--- src/core/adf_pkg.sv ---
// Constants and types shared by the decimation filter files
package adf_pkg;
    // --------------------------------------------------------------
    // Path select codes
    // --------------------------------------------------------------
    localparam logic [1:0] FILT_LL = 2'h0;
    localparam logic [1:0] FILT_WB_WIDE = 2'h1;
    localparam logic [1:0] FILT_WB_NARROW = 2'h2;
    localparam logic [1:0] FILT_RESERVED = 2'h3;
    // --------------------------------------------------------------
    // Widths and depths
    // --------------------------------------------------------------
    localparam int MOD_W = 4;
    localparam int C5_W = 29;
    localparam int ACC_W = 35;
    localparam int OUT_W = 24;
    localparam int FIR_W = 28;
    localparam int FIFO_DEPTH = 8;
    localparam int SYNC_W = 7;
    // --------------------------------------------------------------
    // Decimation and settling counts
    // --------------------------------------------------------------
    localparam logic [4:0] SINC5_LAST = 5'h1F;
    localparam logic [11:0] SINC5_DEC = 12'h020;
    localparam logic [11:0] LL_SETTLE_32 = 12'h0A0;
    localparam logic [11:0] LL_SETTLE_128 = 12'h120;
    localparam logic [11:0] LL_SETTLE_512 = 12'h2A0;
    localparam logic [11:0] LL_SETTLE_2048 = 12'h8A0;
    localparam logic [6:0] WB_SETTLE_CONV = 7'h54;
    // --------------------------------------------------------------
    // Types
    // --------------------------------------------------------------
    typedef struct packed {
        logic [1:0] filter;
        logic [1:0] osr;
    } adf_sel_s;
    typedef enum {ST_IDLE, ST_SETTLE, ST_RUN} adf_state_e;
endpackage

--- src/core/adf_decimation_filter.sv ---
// Decimation filter core with output word FIFO
//
// Functional notes
// (RULE_01) Three paths picked by two select pins
// (RULE_02) Four ratios; word rate is clock/ratio
// (RULE_03) First stage is sinc5 decimating by 32
// (RULE_04) Low-latency ratio 32 bypasses second stage
// (RULE_05) Second stage averages 4, 16 or 64
// (RULE_06) Wideband ratios are 32, 64, 128, 256
// (RULE_07) Narrow wideband path attenuates more strongly
// (RULE_08) Every path is linear phase
// (RULE_09) Controller changes selection only while stopped; code takes a pin change at any time and restarts the filter
// (RULE_10) Software issues stop then start after change
// (RULE_11) Controller discards conversion hit by change
// (RULE_12) Ready stays high until settled data exist
// (RULE_13) Frame-sync mode shifts zeros while settling
// (RULE_14) Low-latency settle: 160/288/672/2208 clocks
// (RULE_15) No output suppression after input steps
// (RULE_16) Wideband paths settle over 84 conversions
// (RULE_17) One modulator sample per master clock
// (RULE_18) Ratio pins decode ascending, 00 smallest
// (RULE_19) Filter pins: 00 LL, 01 wide, 10 narrow
`timescale 1ns/10ps
module adf_fifo #(
    parameter int W = 24,
    parameter int DEPTH = 8
) (
    input wire logic ref_clk,
    input wire logic srst,
    input wire logic in_valid,
    output logic in_ready,
    input wire logic [W-1:0] in_data,
    output logic out_valid,
    input wire logic out_ready,
    output logic [W-1:0] out_data
);
    localparam int AW = $clog2(DEPTH);
    logic [W-1:0] mem [DEPTH];
    logic [AW:0] wp;
    logic [AW:0] rp;
    logic [AW:0] used;

    assign used = wp - rp;
    assign in_ready = used != (AW+1)'(DEPTH);
    assign out_valid = wp != rp;
    assign out_data = mem[rp[AW-1:0]];

    always_ff @(posedge ref_clk) begin
        if (srst) begin
            wp <= '0;
        end else if (in_valid && in_ready) begin
            wp <= wp + 1'b1;
        end
    end

    always_ff @(posedge ref_clk) begin
        if (srst) begin
            rp <= '0;
        end else if (out_valid && out_ready) begin
            rp <= rp + 1'b1;
        end
    end

    always_ff @(posedge ref_clk) begin
        if (in_valid && in_ready) begin
            mem[wp[AW-1:0]] <= in_data;
        end
    end
endmodule // adf_fifo

module adf_decimation_filter (
    input wire logic ref_clk,
    input wire logic srst,
    input wire logic signed [adf_pkg::MOD_W-1:0] mod_sample,
    input wire logic [1:0] filter_select_pins,
    input wire logic [1:0] decimation_select_pins,
    input wire logic start_pin,
    input wire logic reset_powerdown_n_pin,
    input wire logic frame_sync_mode,
    output logic data_ready_n,
    output logic frame_sync_pulse,
    output logic word_accept,
    output logic out_valid,
    input wire logic out_ready,
    output logic [adf_pkg::OUT_W-1:0] out_data
);
    import adf_pkg::*;

    // --------------------------------------------------------------
    // Helpers
    // --------------------------------------------------------------
    function automatic logic is_wb(input adf_sel_s s);
        return s.filter != FILT_LL;
    endfunction

    function automatic logic [2:0] stage2_shift(input adf_sel_s s);
        if (is_wb(s)) begin
            return {1'b0, s.osr}; // RULE_06
        end
        return {s.osr, 1'b0}; // RULE_05
    endfunction

    function automatic logic [11:0] ratio_of(input adf_sel_s s);
        return SINC5_DEC << stage2_shift(s); // RULE_02
    endfunction

    function automatic logic [11:0] ll_target(input logic [1:0] osr);
        case (osr) // RULE_14
            2'h0: return LL_SETTLE_32;
            2'h1: return LL_SETTLE_128;
            2'h2: return LL_SETTLE_512;
            default: return LL_SETTLE_2048;
        endcase
    endfunction

    // --------------------------------------------------------------
    // Pin synchronisers and selection
    // --------------------------------------------------------------
    logic [SYNC_W-1:0] sync1;
    logic [SYNC_W-1:0] sync2;
    adf_sel_s sel_pin;
    adf_sel_s sel_q;
    logic run;
    logic run_q;
    logic fs_mode;
    logic clr;

    always_ff @(posedge ref_clk) begin
        if (srst) begin
            sync1 <= '0;
            sync2 <= '0;
        end else begin
            sync1 <= {filter_select_pins, decimation_select_pins, start_pin,
                      reset_powerdown_n_pin, frame_sync_mode};
            sync2 <= sync1;
        end
    end

    always_comb begin
        sel_pin.filter = sync2[6:5];
        sel_pin.osr = sync2[4:3]; // RULE_18
        if (sync2[6:5] == FILT_RESERVED) begin
            sel_pin.filter = FILT_LL; // RULE_19 RULE_01
        end
    end

    assign run = sync2[2] & sync2[1];
    assign fs_mode = sync2[0];

    always_ff @(posedge ref_clk) begin
        if (srst) begin
            sel_q <= '0;
            run_q <= 1'b0;
        end else begin
            sel_q <= sel_pin;
            run_q <= run;
        end
    end

    // Stop, power-down or a selection change restarts the filter
    assign clr = !run || (sel_pin != sel_q); // RULE_09

    // --------------------------------------------------------------
    // Sinc5 first stage
    // --------------------------------------------------------------
    logic signed [C5_W-1:0] integ [5];
    logic signed [C5_W-1:0] dly [5];
    logic signed [C5_W-1:0] comb_v [5];
    logic signed [C5_W-1:0] c5;
    logic [4:0] ph;
    logic c5_evt;

    always_ff @(posedge ref_clk) begin
        if (srst || clr) begin
            for (int k = 0; k < 5; k++) begin
                integ[k] <= '0;
            end
        end else begin
            integ[0] <= integ[0] + C5_W'(mod_sample); // RULE_17
            for (int k = 1; k < 5; k++) begin
                integ[k] <= integ[k] + integ[k-1];
            end
        end
    end

    always_ff @(posedge ref_clk) begin
        if (srst || clr) begin
            ph <= '0;
        end else begin
            ph <= ph + 1'b1; // RULE_03
        end
    end

    always_comb begin
        comb_v[0] = integ[4] - dly[0];
        for (int k = 1; k < 5; k++) begin
            comb_v[k] = comb_v[k-1] - dly[k];
        end
    end

    always_ff @(posedge ref_clk) begin
        if (srst || clr) begin
            for (int k = 0; k < 5; k++) begin
                dly[k] <= '0;
            end
            c5 <= '0;
            c5_evt <= 1'b0;
        end else begin
            c5_evt <= ph == SINC5_LAST;
            if (ph == SINC5_LAST) begin
                dly[0] <= integ[4];
                for (int k = 1; k < 5; k++) begin
                    dly[k] <= comb_v[k-1];
                end
                c5 <= comb_v[4];
            end
        end
    end

    // --------------------------------------------------------------
    // Sinc1 second stage
    // --------------------------------------------------------------
    logic signed [ACC_W-1:0] acc;
    logic signed [ACC_W-1:0] sum;
    logic signed [ACC_W-1:0] sum_div;
    logic [5:0] n2;
    logic [5:0] n2_last;
    logic signed [OUT_W-1:0] avg;
    logic avg_evt;
    logic c5_keep;

    assign sum = acc + ACC_W'(c5); // RULE_05
    assign sum_div = sum >>> stage2_shift(sel_q);
    assign n2_last = 6'((7'h01 << stage2_shift(sel_q)) - 7'h01);

    always_ff @(posedge ref_clk) begin
        if (srst || clr) begin
            acc <= '0;
            n2 <= '0;
            avg <= '0;
            avg_evt <= 1'b0;
        end else begin
            avg_evt <= c5_keep && (n2 == n2_last);
            if (c5_keep) begin
                if (n2 == n2_last) begin
                    // Ratio 32 has n2_last 0: sinc5 word passes straight on
                    acc <= '0; // RULE_04
                    n2 <= '0;
                    avg <= sum_div[C5_W-1 -: OUT_W];
                end else begin
                    acc <= sum;
                    n2 <= n2 + 1'b1;
                end
            end
        end
    end

    // --------------------------------------------------------------
    // Symmetric FIR for the wideband paths
    // --------------------------------------------------------------
    logic signed [OUT_W-1:0] tap [5];
    logic signed [FIR_W-1:0] fir_wide;
    logic signed [FIR_W-1:0] fir_narrow;
    logic signed [OUT_W-1:0] y;
    logic word_evt;

    always_ff @(posedge ref_clk) begin
        if (srst || clr) begin
            for (int k = 0; k < 5; k++) begin
                tap[k] <= '0;
            end
            word_evt <= 1'b0;
        end else begin
            word_evt <= avg_evt;
            if (avg_evt) begin
                tap[0] <= avg;
                for (int k = 1; k < 5; k++) begin
                    tap[k] <= tap[k-1];
                end
            end
        end
    end

    // Even-symmetric taps keep constant group delay
    always_comb begin
        fir_wide = FIR_W'(tap[0]) + (FIR_W'(tap[1]) <<< 1) + FIR_W'(tap[2]); // RULE_08
        fir_narrow = FIR_W'(tap[0]) + (FIR_W'(tap[1]) <<< 2)
            + (FIR_W'(tap[2]) <<< 2) + (FIR_W'(tap[2]) <<< 1)
            + (FIR_W'(tap[3]) <<< 2) + FIR_W'(tap[4]); // RULE_07 RULE_08
        fir_wide = fir_wide >>> 2;
        fir_narrow = fir_narrow >>> 4;
        case (sel_q.filter)
            FILT_WB_WIDE: y = fir_wide[OUT_W-1:0];
            FILT_WB_NARROW: y = fir_narrow[OUT_W-1:0];
            default: y = tap[0];
        endcase
    end

    // --------------------------------------------------------------
    // Settling control
    // --------------------------------------------------------------
    adf_state_e state;
    logic [11:0] clk_cnt;
    logic [6:0] conv_cnt;
    logic settle_ok;

    // Low-latency ratios above 32 start averaging on the sinc5 word after the first settled one
    assign c5_keep = c5_evt && (is_wb(sel_q) || sel_q.osr == 2'h0 // RULE_14
                                || clk_cnt > LL_SETTLE_32);

    always_ff @(posedge ref_clk) begin
        if (srst || clr) begin
            clk_cnt <= '0;
        end else if (clk_cnt != ll_target(sel_q.osr)) begin
            clk_cnt <= clk_cnt + 1'b1; // RULE_14
        end
    end

    always_ff @(posedge ref_clk) begin
        if (srst || clr) begin
            conv_cnt <= '0;
        end else if (word_evt && conv_cnt != WB_SETTLE_CONV) begin
            conv_cnt <= conv_cnt + 1'b1; // RULE_16
        end
    end

    assign settle_ok = is_wb(sel_q) ? (conv_cnt == WB_SETTLE_CONV)
                                    : (clk_cnt == ll_target(sel_q.osr));

    always_ff @(posedge ref_clk) begin
        if (srst) begin
            state <= ST_IDLE;
        end else begin
            case (state)
                ST_IDLE: state <= run ? ST_SETTLE : ST_IDLE;
                ST_SETTLE: state <= clr ? ST_IDLE : (settle_ok ? ST_RUN : ST_SETTLE);
                ST_RUN: state <= clr ? ST_IDLE : ST_RUN; // RULE_15
                default: state <= ST_IDLE;
            endcase
        end
    end

    // --------------------------------------------------------------
    // Output words, ready and frame pulse
    // --------------------------------------------------------------
    logic push;
    logic [OUT_W-1:0] push_data;

    assign push = word_evt && (settle_ok || fs_mode) && state != ST_IDLE;
    assign push_data = settle_ok ? y : '0; // RULE_13

    always_ff @(posedge ref_clk) begin
        if (srst) begin
            data_ready_n <= 1'b1;
            frame_sync_pulse <= 1'b0;
        end else begin
            data_ready_n <= !(word_evt && settle_ok && !fs_mode); // RULE_12 RULE_15
            frame_sync_pulse <= word_evt && fs_mode;
        end
    end

    adf_fifo #(
        .W(OUT_W),
        .DEPTH(FIFO_DEPTH)
    ) u_fifo (
        .ref_clk(ref_clk),
        .srst(srst),
        .in_valid(push),
        .in_ready(word_accept),
        .in_data(push_data),
        .out_valid(out_valid),
        .out_ready(out_ready),
        .out_data(out_data)
    );

    // --------------------------------------------------------------
    // Checks
    // --------------------------------------------------------------
    logic [11:0] gap;
    logic seen;

    always_ff @(posedge ref_clk) begin
        if (srst || clr) begin
            gap <= '0;
            seen <= 1'b0;
        end else if (word_evt) begin
            gap <= 12'h001;
            seen <= 1'b1;
        end else if (gap != 12'hFFF) begin
            gap <= gap + 1'b1;
        end
    end
endmodule // adf_decimation_filter

--- config.mk ---
export PLATFORM = sky130hd
export DESIGN_NAME = adf_decimation_filter
export DESIGN_NICKNAME = d
export VERILOG_FILES = /design/src/core/adf_pkg.sv /design/src/core/adf_decimation_filter.sv
export SDC_FILE = /design/constraint.sdc
export NUM_CORES = 2
export LEC_CHECK = 0
export BUFFER_PORTS_ARGS = -buffer_cell sky130_fd_sc_hd__buf_4
export CAP_MARGIN = 30
export CORE_MARGIN = 2
export CORE_UTILIZATION = 36
export CTS_CLUSTER_SIZE = 8
export DETAILED_ROUTE_END_ITERATION = 10
export PLACE_DENSITY_LB_ADDON = 0.2
export REMOVE_ABC_BUFFERS = 1
export SYNTH_ARGS = -nofsm -noshare
export SYNTH_HDL_FRONTEND = slang
export SYNTH_SLANG_ARGS = --single-unit
export TNS_END_PERCENT = 1
--- constraint.sdc ---
create_clock -name ref_clk -period 8.9 [get_ports ref_clk]
set_clock_uncertainty 0.05 [all_clocks]
set_input_delay 0.445 -clock ref_clk [delete_from_list [all_inputs] [get_ports ref_clk]]
set_output_delay 0.445 -clock ref_clk [all_outputs]
set_load 0.02 [all_outputs]
==> results.json <==
{
  "ir_drop_v": 0.000229,
  "place_ws_ns": 0.336,
  "holdPathEnd": "integ[0][1]",
  "p_switching_mw": 4.11,
  "yosys_warnings": 0,
  "fillers": 12558,
  "grt_pass1_wl_mm": 169,
  "cts_tree": "yes",
  "layout_commonest_cell": "edfxtp_1",
  "clk-insertion-delay-late_ns": 0.74,
  "sequentialPowerShare_pct": 30.2,
  "grt_pass1_vias": 33282,
  "avgSynthCellArea_sq_um": 10.5,
  "die_w_um": 364,
  "coreArea_sq_um": 129000,
  "regArea_sq_um": 19700,
  "fmax_ghz": 0.119,
  "cts-root-buf": "clkbuf_16",
  "regToRegEndpoint": "c5[27]",
  "setup_viol": 0,
  "p_per_area_nw_per_um2": 232,
  "synth_cell_types": 99,
  "num_vias": 32284,
  "crit_path_max_fanout": 5,
  "ys_async_sr_fraction_pct": 0,
  "wl_mm": 102,
  "worst_slack_ns": 0.476,
  "rr_startpoint": "integ[0][116]",
  "diodes": 0,
  "min_from": "mod_sample[1]",
  "drt_iter0_drc": 1614,
  "grt.total_usage_pct": 15.5,
  "timing.setup.tns_ns": 0,
  "htreeDepth": 3,
  "tightest_slew_ns": 1.03,
  "finalPower_mw": 12.2,
  "hold_path.class": "in2reg",
  "ios": 42,
  "cp.arrival_ns": 8.97,
  "grt-ovfl-total": 0,
  "ff2ff_setup_slack_ns": 0.48,
  "period_minus_slack_ns": 8.42,
  "switching_share_pct": 33.6,
  "initial_utilization_pct": 36.2,
  "die_h_um": 364,
  "fin_hold_ws_ns": 0.155,
  "ff2ff_path_depth": 40,
  "multi_input_area_sq_um": 25800,
  "worstHoldPathCells": 4,
  "leakagePower_nw": 21.8,
  "final_core_util_pct": 40.7,
  "worstPathRequired_ns": 9.45,
  "route.detailed.drc": 0,
  "cts.sinks": 756,
  "clk_path_buf_depth": 3,
  "clkTransAtPathRegs_ns": 0.05,
  "drtPass1Iterations": 5,
  "outcome": "completed",
  "grt_max_degree": 215,
  "power.share.clock_pct": 31.7,
  "cp-start-kind": "register",
  "maxCapViolations": 0,
  "syn2layout_area_growth_pct": 12.4,
  "comb_power_share_pct": 38.1,
  "io_buffers": 41,
  "critical-path-max-stage-delay_ns": 0.41,
  "p_int_mw": 8.11,
  "crit_path_frequent_cell": "a21o_1",
  "rows": 132,
  "path_class": "reg2reg",
  "antenna_found_initial": 0,
  "slew_violations": 0,
  "ys_seq_elements": 756,
  "nets": 5053,
  "dp_hpwl_mm": 71.1,
  "dieArea_sq_um": 133000,
  "synth-edff-count": 457,
  "ys_seq_area_share_pct": 42.1,
  "wire_per_inst_um": 16.1,
  "syn_area_sq_um": 46800,
  "slowest_stage": "fa_1",
  "endpoint_kind": "register",
  "vias_per_cell": 5.10,
  "cts_made_buffers": 107,
  "relSlewSlack_pct": 31.0,
  "gp_congestion": 0.813,
  "period_share_pct": 94.7,
  "drive_above_1_share_pct": 7.84,
  "layout_common_cells": "edfxtp_1, nor2_1, ha_1",
  "synthCells": 4468,
  "ys.flop_type": "edfxtp_1",
  "finalHoldViolCount": 0,
  "ant_nets": 0
}
-- Yosys cell counts (all sizes together) (125+ instances only) --
cell	n	area, sq um
edfxtp	457	13700
nor2	422	1580
ha	378	4730
dfxtp	299	5990
a21oi	266	1340
inv	257	965
nand2	234	878
and3	224	1400
xnor2	204	1800
o21ai	179	903
a21o	159	1190
xor2	139	1220
fa	133	2660
clkbuf	125	469
-- power groups by stage --
stage                     clock [mW]  combinational [mW]  sequential [mW]
after global placement             0                4.46             3.76
after global routing            4.14                5.23             3.69
after CTS                       4.01                4.53             3.69
after floorplan                    0                3.66             3.76
final                           3.87                4.66             3.69
after detailed placement           0                4.51             3.76
-- final cells by class --
class                   count  area share [%]
clock inverters             9           0.421
well taps                1742            4.14
repair buffers             93            1.48
clock buffers             163            5.61
inverters                 258            1.85
multi-input cells        3312            49.0
flip-flops and latches    756            37.5
-- per-layer routing --
metal	global-route usage, %	up-vias	part of all wire, %
met2	28.4	318	51
met1	18.4	15483	44
li1	-	16324	-
met3	2.43	159	2.7
met5	0	-	0
met4	4.64	0	2.5
-- worst max path at each step --
| stage | slack, ns | startpoint | depth (start not counted) | endpoint |
|---|---|---|---|---|
| after floorplan | -2.89 | sel_q[0] | 4 | tap[0][0] |
| after global placement | 0.42 | dly[0][1] | 42 | c5[27] |
| after detailed placement | 0.34 | dly[0][1] | 42 | c5[27] |
| after CTS | 0.32 | dly[0][1] | 42 | c5[27] |
| after global routing | -0.05 | integ[0][116] | 40 | c5[27] |
| final | 0.48 | integ[0][116] | 40 | c5[27] |
-- flip-flops by register name, summed over array words and instances (netlist names), 7 cells and up, named ones only --
name and flops:
acc 35, avg 24, c5 29, clk_cnt 12
conv_cnt 7, dly 145, integ 145, sync1 7
sync2 7, tap 120, u_fifo.mem 192
-- stage by stage --
| stage | area [sq um] | std cells |
|---|---|---|
| final | 52600 | 6333 |
| after global routing | 52600 | 6333 |
| after CTS | 52500 | 6328 |
| after detailed placement | 49200 | 6145 |
| after global placement | 49100 | 6140 |
| after floorplan | 46200 | 4326 |
-- timing repair --
action,4_1_cts,5_1_grt
hold buffers,11,0
gates resized for setup,0,21
endpoints found under the hold margin,12,0
buffers inserted,0,5
endpoints found under the setup margin,0,4
-- logic make-up (layout without fill, tap and decap cells) --
kind of cell	Yosys count	in the layout	share of synthesized area, %
buffers and inverters	400	523	3.21
AND/OR/NAND/NOR	1327	1327	14.0
XOR/XNOR	344	344	6.50
AO/OA/AOI/OAI	1003	1003	14.2
multiplexers	127	127	4.10
flip-flops	756	756	42.1
adder cells (fa/ha/maj)	511	511	15.8
-- critical path: cells and delay by family (launching register included) --
family	cells	cell delay (ns)
AO/OA/AOI/OAI	20	3.63
XOR/XNOR	5	0.93
adder cells (fa/ha/maj)	6	1.87
buffers and inverters	1	0.06
flip-flops	1	0.33
AND/OR/NAND/NOR	8	1.47
No activity file was read; power rests on OpenSTA's default activity.
